$ cat src/verilog/refresh_sched_pkg.sv
// Package of constants shared by the refresh scheduler and its tick source.
// Assumes a single 250 MHz clock domain and no software-visible registers.
package refresh_sched_pkg;

	// ****************************************************************
	// Timing
	// ****************************************************************
	localparam int CLK_PERIOD_PS    = 4000;    // 250 MHz clock
	localparam int T_FAST_TICK_US   = 100;     // Normal-mode refresh tick
	localparam int T_SLOW_TICK_MS   = 1;       // Slow refresh tick
	localparam int FAST_TICK_CYCLES =
		(T_FAST_TICK_US * 1000000) / CLK_PERIOD_PS;
	localparam int FAST_PER_SLOW    =
		(T_SLOW_TICK_MS * 1000) / T_FAST_TICK_US;
	localparam int WDT_FAST_TICKS   = 10;      // Watchdog limit in fast ticks

	// ****************************************************************
	// Reset and start-up values
	// ****************************************************************
	localparam logic [1:0] MODE_CAPTURE_DELAY = 2'h3; // Fill synchroniser
	localparam logic       MODE_SYNC_RESET    = 1'h0; // Normal by default

	// ****************************************************************
	// Types
	// ****************************************************************
	typedef enum logic {
		MODE_NORMAL,
		MODE_SYNC
	} mode_e;

	typedef enum logic [1:0] {
		LOAD_START,
		LOAD_WAIT,
		LOAD_DONE
	} load_state_e;

	// Rising edge of a sampled level
	function automatic logic rise(input logic cur, input logic prev);
		rise = cur & ~prev;
	endfunction

endpackage

$ cat src/verilog/refresh_tick_if.sv
// Interface carrying the periodic refresh ticks between tick source and
// scheduler. Both ends share ref_clk_in.
`timescale 1ns/10ps
interface refresh_tick_if;
	logic fast_tick;   // One-cycle pulse every 100 us
	logic slow_tick;   // One-cycle pulse every 1 ms, coincides with fast

	modport source (output fast_tick, output slow_tick);
	modport sink   (input  fast_tick, input  slow_tick);
endinterface
$ cat src/verilog/io_refresh_mode_scheduler.sv
// Mode selection and refresh scheduling for the high-speed I/O module.
// Assumes backplane pins arrive asynchronously and the hardware logic,
// the non-volatile loader and the internal heartbeat share ref_clk_in.
`timescale 1ns/10ps

// Notes on behaviour
// - Mode latched only at power-on or host reset, sync if host targets it.
// - Untargeted module, the default, runs in normal mode.
// - Normal mode runs the user hardware logic.
// - Sync mode aligns function timing to the inter-module cycle start.
// - Low output flags refresh every 1 ms in sync, 100 us in normal.
// - Sync mode refreshes upper output flags at each sync cycle start.
// - Sync mode takes low input flags per 1 ms, upper ones at program end.
// - Fast-area control updates at program end in sync, 100 us in normal.
// - Sync mode refreshes fast-area monitor data every 1 ms.
// - Slow shared area control and monitor refresh every 1 ms always.
// - Stored logic loads from non-volatile memory at power-on.
// - Watchdog supervises internal processing and flags an error.
module io_refresh_mode_scheduler
	import refresh_sched_pkg::*;
#(
	parameter int FAST_CYCLES = FAST_TICK_CYCLES,
	parameter int SLOW_RATIO  = FAST_PER_SLOW,
	parameter int WDT_TICKS   = WDT_FAST_TICKS
) (
	input  wire logic ref_clk_in,
	input  wire logic sys_rst_in,
	input  wire logic clk_en_in,
	input  wire logic host_reset_in,
	input  wire logic sync_target_in,
	input  wire logic sync_cycle_in,
	input  wire logic sync_prog_done_in,
	input  wire logic cfg_load_done_in,
	input  wire logic heartbeat_in,
	output logic      sync_mode_out,
	output logic      logic_run_out,
	output logic      sync_align_out,
	output logic      x_low_refresh_out,
	output logic      x_high_refresh_out,
	output logic      y_low_take_out,
	output logic      y_high_take_out,
	output logic      fast_ctrl_update_out,
	output logic      fast_mon_refresh_out,
	output logic      slow_area_refresh_out,
	output logic      cfg_load_req_out,
	output logic      cfg_loaded_out,
	output logic      wdt_error_out
);
	localparam int WW = $clog2(WDT_TICKS + 1);

	refresh_tick_if tick_bus ();

	// Synchronisers: stage 1 read only by stage 2
	logic [3:0] pin_meta_reg;
	logic [3:0] pin_sync_reg;
	logic [3:0] pin_prev_reg;

	mode_e       mode_reg;
	logic [1:0]  capture_cnt_reg;
	load_state_e load_reg;
	load_state_e load_next;
	logic [WW-1:0] wdt_cnt_reg;
	logic        wdt_err_reg;

	logic x_low_reg;
	logic x_high_reg;
	logic y_low_reg;
	logic y_high_reg;
	logic fctrl_reg;
	logic fmon_reg;
	logic slow_reg;
	logic align_reg;

	wire host_rst_edge;
	wire cycle_edge;
	wire prog_done_edge;
	wire in_sync;
	wire fast;
	wire slow;
	wire capture_now;
	wire x_low_next;
	wire x_high_next;
	wire y_low_next;
	wire y_high_next;
	wire fctrl_next;
	wire fmon_next;
	wire slow_next;
	wire wdt_expire;

	// ****************************************************************
	// Timebase
	// ****************************************************************
	refresh_tick_gen #(
		.FAST_CYCLES (FAST_CYCLES),
		.SLOW_RATIO  (SLOW_RATIO)
	) u_ticks (
		.ref_clk_in (ref_clk_in),
		.sys_rst_in (sys_rst_in),
		.clk_en_in  (clk_en_in),
		.ticks      (tick_bus.source)
	);

	assign fast = tick_bus.fast_tick;
	assign slow = tick_bus.slow_tick;

	// ****************************************************************
	// Pin synchronisers
	// ****************************************************************
	// Bits: 0 host reset, 1 target, 2 sync cycle, 3 program done
	always_ff @(posedge ref_clk_in) begin
		if (sys_rst_in) begin
			pin_meta_reg <= 4'h0;
			pin_sync_reg <= 4'h0;
			pin_prev_reg <= 4'h0;
		end else if (clk_en_in) begin
			pin_meta_reg <= {sync_prog_done_in, sync_cycle_in,
				sync_target_in, host_reset_in};
			pin_sync_reg <= pin_meta_reg;
			pin_prev_reg <= pin_sync_reg;
		end
	end

	// Edge decodes on synchronised levels
	assign host_rst_edge  = rise(pin_sync_reg[0], pin_prev_reg[0]);
	assign cycle_edge     = rise(pin_sync_reg[2], pin_prev_reg[2]);
	assign prog_done_edge = rise(pin_sync_reg[3], pin_prev_reg[3]);

	// ****************************************************************
	// Mode selection
	// ****************************************************************
	// Capture once the synchroniser holds a real sample
	assign capture_now = (capture_cnt_reg == 2'h1);

	// Mode latch, reloaded only at power-on or host reset
	always_ff @(posedge ref_clk_in) begin
		if (sys_rst_in) begin
			capture_cnt_reg <= MODE_CAPTURE_DELAY;
			mode_reg        <= MODE_NORMAL;
		end else if (clk_en_in) begin
			if (host_rst_edge) begin
				capture_cnt_reg <= MODE_CAPTURE_DELAY;
			end else if (capture_cnt_reg != 2'h0) begin
				capture_cnt_reg <= capture_cnt_reg - 2'h1;
			end
			if (capture_now) begin
				mode_reg <= pin_sync_reg[1] ? MODE_SYNC : MODE_NORMAL;
			end
		end
	end

	assign in_sync = (mode_reg == MODE_SYNC);

	// ****************************************************************
	// Refresh schedule
	// ****************************************************************
	// Strobe selection per mode
	assign x_low_next  = in_sync ? slow : fast;
	assign x_high_next = in_sync ? cycle_edge : fast;
	assign y_low_next  = in_sync ? slow : fast;
	assign y_high_next = in_sync ? prog_done_edge : fast;
	assign fctrl_next  = in_sync ? prog_done_edge : fast;
	assign fmon_next   = in_sync ? slow : fast;
	assign slow_next   = slow;

	// Registered strobes; all but align_reg quiet until mode is settled
	always_ff @(posedge ref_clk_in) begin
		if (sys_rst_in) begin
			x_low_reg  <= 1'b0;
			x_high_reg <= 1'b0;
			y_low_reg  <= 1'b0;
			y_high_reg <= 1'b0;
			fctrl_reg  <= 1'b0;
			fmon_reg   <= 1'b0;
			slow_reg   <= 1'b0;
			align_reg  <= 1'b0;
		end else if (clk_en_in) begin
			x_low_reg  <= x_low_next & (capture_cnt_reg == 2'h0);
			x_high_reg <= x_high_next & (capture_cnt_reg == 2'h0);
			y_low_reg  <= y_low_next & (capture_cnt_reg == 2'h0);
			y_high_reg <= y_high_next & (capture_cnt_reg == 2'h0);
			fctrl_reg  <= fctrl_next & (capture_cnt_reg == 2'h0);
			fmon_reg   <= fmon_next & (capture_cnt_reg == 2'h0);
			slow_reg   <= slow_next & (capture_cnt_reg == 2'h0);
			align_reg  <= in_sync & cycle_edge;
		end
	end

	// ****************************************************************
	// Configuration load
	// ****************************************************************
	// Next-state decode for the load sequencer
	always_comb begin
		load_next = load_reg;
		unique case (load_reg)
			LOAD_START: load_next = LOAD_WAIT;
			LOAD_WAIT:  if (cfg_load_done_in) begin
				load_next = LOAD_DONE;
			end
			LOAD_DONE:  load_next = LOAD_DONE;
			default:    load_next = LOAD_START;
		endcase
	end

	// Automatic load after power-on
	always_ff @(posedge ref_clk_in) begin
		if (sys_rst_in) begin
			load_reg <= LOAD_START;
		end else if (clk_en_in) begin
			load_reg <= load_next;
		end
	end

	// ****************************************************************
	// Watchdog
	// ****************************************************************
	assign wdt_expire = (wdt_cnt_reg == WW'(WDT_TICKS));

	// Heartbeat restarts the count; expiry latches the error
	always_ff @(posedge ref_clk_in) begin
		if (sys_rst_in) begin
			wdt_cnt_reg <= '0;
			wdt_err_reg <= 1'b0;
		end else if (clk_en_in) begin
			if (heartbeat_in) begin
				wdt_cnt_reg <= '0;
			end else if (fast && !wdt_expire) begin
				wdt_cnt_reg <= wdt_cnt_reg + WW'(1);
			end
			if (wdt_expire) begin
				wdt_err_reg <= 1'b1;
			end
		end
	end

	// ****************************************************************
	// Outputs
	// ****************************************************************
	assign sync_mode_out         = in_sync;
	assign logic_run_out         = ~in_sync & (load_reg == LOAD_DONE)
		& ~wdt_err_reg;
	assign sync_align_out        = align_reg;
	assign x_low_refresh_out     = x_low_reg;
	assign x_high_refresh_out    = x_high_reg;
	assign y_low_take_out        = y_low_reg;
	assign y_high_take_out       = y_high_reg;
	assign fast_ctrl_update_out  = fctrl_reg;
	assign fast_mon_refresh_out  = fmon_reg;
	assign slow_area_refresh_out = slow_reg;
	assign cfg_load_req_out      = (load_reg == LOAD_WAIT);
	assign cfg_loaded_out        = (load_reg == LOAD_DONE);
	assign wdt_error_out         = wdt_err_reg;
endmodule

$ cat src/verilog/refresh_tick_gen.sv
// Free-running timebase making the 100 us and 1 ms refresh pulses.
// Assumes synchronous active-high reset and a common clock enable.
`timescale 1ns/10ps
module refresh_tick_gen
	import refresh_sched_pkg::*;
#(
	parameter int FAST_CYCLES = FAST_TICK_CYCLES,
	parameter int SLOW_RATIO  = FAST_PER_SLOW
) (
	input  wire logic          ref_clk_in,
	input  wire logic          sys_rst_in,
	input  wire logic          clk_en_in,
	refresh_tick_if.source     ticks
);
	localparam int CW = $clog2(FAST_CYCLES);
	localparam int SW = $clog2(SLOW_RATIO + 1);

	logic [CW-1:0] cyc_reg;
	logic [SW-1:0] div_reg;
	logic          fast_tick_reg;
	logic          slow_tick_reg;
	wire           cyc_wrap;
	wire           div_wrap;

	// ****************************************************************
	// Counters
	// ****************************************************************
	// Wrap decodes
	assign cyc_wrap = (cyc_reg == CW'(FAST_CYCLES - 1));
	assign div_wrap = (div_reg == SW'(SLOW_RATIO - 1));

	// Cycle counter and tick divider
	always_ff @(posedge ref_clk_in) begin
		if (sys_rst_in) begin
			cyc_reg       <= '0;
			div_reg       <= '0;
			fast_tick_reg <= 1'b0;
			slow_tick_reg <= 1'b0;
		end else if (clk_en_in) begin
			cyc_reg       <= cyc_wrap ? '0 : cyc_reg + CW'(1);
			fast_tick_reg <= cyc_wrap;
			slow_tick_reg <= cyc_wrap & div_wrap;
			if (cyc_wrap) begin
				div_reg <= div_wrap ? '0 : div_reg + SW'(1);
			end
		end
	end

	assign ticks.fast_tick = fast_tick_reg;
	assign ticks.slow_tick = slow_tick_reg;
endmodule

$ cat config.mk
export PLATFORM = sky130hd
export DESIGN_NAME = io_refresh_mode_scheduler
export DESIGN_NICKNAME = d
export VERILOG_FILES = /design/src/verilog/refresh_sched_pkg.sv /design/src/verilog/refresh_tick_if.sv /design/src/verilog/io_refresh_mode_scheduler.sv /design/src/verilog/refresh_tick_gen.sv
export SDC_FILE = /design/constraint.sdc
export NUM_CORES = 1
export LEC_CHECK = 0
export ABC_AREA = 1
export BUFFER_PORTS_ARGS = -buffer_cell sky130_fd_sc_hd__buf_2
export CAP_MARGIN = 40
export CORE_ASPECT_RATIO = 0.9
export CORE_MARGIN = 2
export CORE_UTILIZATION = 60
export CTS_CLUSTER_DIAMETER = 200
export DETAILED_ROUTE_END_ITERATION = 8
export GPL_TIMING_DRIVEN = 0
export PLACE_DENSITY = 0.91
export SLEW_MARGIN = 25
export SYNTH_ARGS = -nofsm -noshare
export SYNTH_HDL_FRONTEND = slang
export SYNTH_SLANG_ARGS = --single-unit
$ cat constraint.sdc
create_clock -name ref_clk_in -period 3.52 [get_ports ref_clk_in]
set_clock_uncertainty 0.05 [all_clocks]
set_input_delay 0.352 -clock ref_clk_in [delete_from_list [all_inputs] [get_ports ref_clk_in]]
set_output_delay 0.352 -clock ref_clk_in [all_outputs]
set_load 0.1 [all_outputs]
# Word-level counts from Yosys, hierarchy flattened
# Cells that the tools add are included.
# W data, S select, Z words.
# word_totals
reg_bits	48
latchBits	0
ramBits	0
romBits	0
input_bits	9
output_inout_bits	13
wordCells	69
memories	0
# op_classes
add_sub_neg	4
multipliers	0
n_div	0
n_lt_le_gt_ge	0
n_eq_ne	7
shift	0
mux	12
n_bitwise	16
n_reduce_logical	13
# op_table
operator	n
$add A15 B1 Y15 const B	1
$eq A15 B15 Y1 const B	1
$mux W15	1
$mux W4	3
$reduce_and A2 Y1	6
$and A1 B1 Y1	11
$add A4 B1 Y4 const B	2
$eq A4 B4 Y1 const B	2
$mux W2	3
$pmux W2 S3	1
$reduce_bool A2 Y1	3
$not A1 Y1	5
$eq A2 B1 Y1 const B	2
$logic_not A2 Y1	2
$mux W1	4
$eq A2 B2 Y1 const B	1
$ne A2 B2 Y1 const B	1
$sub A2 B1 Y2 const B	1
$logic_and A1 B1 Y1	1
$logic_not A1 Y1	1

# Logic depth before layout (Yosys ltp)
# depth
ltp_word	5
mapped_depth	9
ltp_nobuf	9

# Hierarchy
# A second synthesis with hierarchy kept.
# unflattened
hier_cells	338
hier_area_um2	2338.5
# by_module_without_submodules
mod	instances	cells_each	area_each_um2
io_refresh_mode_scheduler	1	163	1196.1
refresh_tick_gen	1	175	1142.3

# Worst setup path before layout
# Ideal clock, no wire load.
# synth_timing
path_kind	register -> output
startpoint	reg load_reg[0]
endpoint	out logic_run_out
t_arrival_ns	2.572
t_required_ns	3.118
slack_ns	0.546
path_stages_with_launch	5
path_cell_list	dfxtp_1 > inv_1 > ha_1 > nand2_1 > nor2_1
# synth_via
elab_chain_len	3
# synth_rtl
item	line	rtl
start: declaration	io_refresh_mode_scheduler.sv:60	load_state_e load_reg;
start signal: assignment	io_refresh_mode_scheduler.sv:209	load_reg <= load_next;
$eq A2 B2 Y1	--	
net cfg_loaded_out	io_refresh_mode_scheduler.sv:46	output logic cfg_loaded_out,
$and A1 B1 Y1	io_refresh_mode_scheduler.sv:239	assign logic_run_out = ~in_sync & (load_reg == LOAD_DONE)
$and A1 B1 Y1	io_refresh_mode_scheduler.sv:240	& ~wdt_err_reg;
end: declaration	io_refresh_mode_scheduler.sv:36	output logic logic_run_out,
# The timed path passes the listed nets, and every way through them passes these cells.

# Worst setup path in the final report
# layout_timing
startpoint	reg load_reg[0]
endpoint	out logic_run_out
# layout_via
elab_chain_len	3
# layout_rtl
item	line
$eq A2 B2 Y1	io_refresh_mode_scheduler.sv:239
$and A1 B1 Y1	io_refresh_mode_scheduler.sv:239
$and A1 B1 Y1	io_refresh_mode_scheduler.sv:240
# Every way passes these cells.

==> results_dict.tcl <==
set metrics [dict create \
    status "finished clean" \
    placedCellCount 397 \
    power_density_nw_per_um2 417.9 \
    dieHeight_um 62.93 \
    preCtsSetupSlack_ps 1977 \
    portBuffers 20 \
    finalNonFillerCells 405 \
    chipWidth_um 69.47 \
    cts_setup_buffers 0 \
    antenna_found_initial 0 \
    grt_first_pass_wirelength_um 8583 \
    dieArea_um2 4371 \
    drt_iter0_drc 161 \
    setup_violations 0 \
    htree_levels 2 \
    synthCells 331 \
    wl_per_cell_um 11.75 \
    ys_seq_area_share_pct 40.65 \
    timing.rr.start "u_ticks.cyc_reg[1]" \
    hold_slack_ps 218.8 \
    fmax_mhz 530.5 \
    final_hold_viol_count 0 \
    globalplace.congestion 0.8440 \
    vias_per_cell 5.188 \
    crit_path_end "logic_run_out" \
    netlist_area_um2 2315 \
    ant_nets 0 \
    worstSetupPathType "flip-flop to output port" \
    startpoint_type "flip-flop" \
    clk_pin_slew_ps 80 \
    worst_setup_path_end_kind "output port" \
    critPathArrivalTime_ps 1480 \
    start_util_pct 62.48 \
    worst_slew_pin_slew_ps 539.6 \
    insertion_delay_ps 300 \
    utilization_pct 69.91 \
    grt_max_degree 15 \
    post_cts_resized 0 \
    min_period_ps 1885 \
    clk_path_buf_depth 2 \
    yosys_warnings 0 \
    slew_viol_final 0 \
    ys_types 30 \
    fin_nets 375 \
    cts_hold_buf 0 \
    ir_worst_vdd_mv 0.3092 \
    syn_avg_cell_area_um2 6.993 \
    n_antenna_cell 0 \
    dr.max_layer_used "met4" \
    track_usage_pct 24.11 \
    largest_reg_flops 15 \
    dp_hpwl_um 3446 \
    final.setup.tns_ps 0 \
    max_slew_margin_pct 64.03 \
    clock-sinks 47 \
    wl_met2_um 2250 \
    cp.required_ps 3120 \
    grt_setup_unrepaired "no" \
    cts_made_buffers 5 \
    regToRegSetupSlack_ps 1990 \
    area_delta_synth_final_pct 11.89 \
    drc 0 \
    path_max_fanout 3 \
    wl_met3_um 223 \
    reg2reg_to "u_ticks.cyc_reg[14]" \
    final.setup.worst_slack_ps 1635 \
    grt_pass1_vias 2035 \
    cap_violations 0 \
    worstSetupStartpoint "load_reg[0]" \
    drtPass1Iterations 4 \
    clockRootBuffer "clkbuf_8" \
    finalWirelength_um 4757 \
    post-route-period-util_pct 53.55 \
    synth_seq_cells 47 \
    core_area_um2 3705 \
    drive_gt1_share_pct 14.76 \
    drt-met1-wl_um 2209 \
    boundaryPins 22 \
    hp-class "input port to flip-flop" \
    reg2reg_depth 8 \
    syn_nets 348 \
    cts_tree "done" \
    grt-ovfl-total 0 \
    rows 21 \
    p_leak_nw 1.176 \
    vias 2101 \
]
==> power by group <==
| part | leakage (nW) | switching [W] | total [W] | internal, W |
|---|---|---|---|---|
| logic | 0.731 | 0.0000854 | 0.000115 | 0.0000293 |
| clock network | 0.0612 | 0.000178 | 0.000408 | 0.000230 |
| registers | 0.383 | 0.0000109 | 0.000560 | 0.000549 |
==> logic make-up after synthesis <==
kind of cell    after synthesis  share of synthesized area, %
simple gates                172                         33.24
xor+xnor                      4                         1.514
fa+ha+maj                     8                         4.324
compound gates               47                         10.87
flops                        47                         40.65
buf+inv                      53                         9.405
==> through the flow <==
step,instance area [µm²],power (W)
2_1_floorplan,2315,0.0006603
3_3_place_gp,2472,0.0006821
3_5_place_dp,2472,0.0006860
4_1_cts,2590,0.001087
5_1_grt,2590,0.001119
6_report,2590,0.001082
==> cell usage after synthesis, drive strengths merged <==
master | number | area, µm²
nor2 | 72 | 307.8
nand2 | 65 | 261.5
dfxtp | 47 | 940.9
inv | 41 | 153.9
a21oi | 22 | 113.9
o21ai | 19 | 95.09
nand3 | 18 | 95.09
nand4 | 9 | 56.30
ha | 8 | 100.1
buf | 7 | 45.04
clkbuf | 5 | 18.77
nor3 | 3 | 15.01
or2 | 3 | 18.77
xor2 | 3 | 26.28
a31oi | 2 | 12.51
nand3b | 2 | 15.01
a211oi | 1 | 7.510
o211ai | 1 | 7.510
o21a | 1 | 7.510
o21bai | 1 | 7.510
xnor2 | 1 | 8.760
==> layout make-up <==
| type | instances | area [µm²] |
|---|---|---|
| clock buffer | 6 | 82.58 |
| timing repair buffer | 20 | 100.1 |
| buffer | 12 | 63.81 |
| inverter | 41 | 153.9 |
| sequential | 47 | 940.9 |
| clock inverter | 2 | 35.03 |
| multi-input combinational | 231 | 1156 |
| fill | 306 | 1115 |
| tap | 46 | 57.56 |
==> layer usage <==
layer | global-route usage [%] | vias to the layer above
li1 | - | 1096
met1 | 30.17 | 958
met2 | 39.78 | 39
met3 | 4.677 | 8
met4 | 11.76 | 0
met5 | 0 | -
==> worst min path at each step <==
stage / from / end / slack [ps] / cells past startpoint
after global routing: sync_prog_done_in / pin_meta_reg[3] / 220 / 3
final: host_reset_in / pin_meta_reg[0] / 220 / 3
after CTS: host_reset_in / pin_meta_reg[0] / 220 / 3
after global placement: pin_prev_reg[3] / pin_prev_reg[3] / 390 / 2
after floorplan: pin_prev_reg[3] / pin_prev_reg[3] / 380 / 2
after detailed placement: pin_prev_reg[3] / pin_prev_reg[3] / 410 / 2
==> worst max-delay path, cell delays in order (launching register included) <==
cell,delay [ps]
dfxtp_1,320
inv_1,100
ha_1,190
nand2_1,70
nor2_1,70
buf_2,420
==> cells in the final DEF, fill, tap and decap left out, drive strengths merged <==
master | synthesis | layout
o21a | 1 | 1
a21oi | 22 | 22
nand3 | 18 | 18
clkbuf | 5 | 11
a31oi | 2 | 2
buf | 7 | 27
dfxtp | 47 | 47
nand2 | 65 | 65
o21ai | 19 | 19
xnor2 | 1 | 1
or2 | 3 | 3
clkinv | 0 | 1
ha | 8 | 8
o21bai | 1 | 1
o211ai | 1 | 1
nand4 | 9 | 9
nor2 | 72 | 72
a211oi | 1 | 1
bufinv | 0 | 1
inv | 41 | 41
xor2 | 3 | 3
nor3 | 3 | 3
nand3b | 2 | 2
No activity file was read; power rests on OpenSTA's default activity.
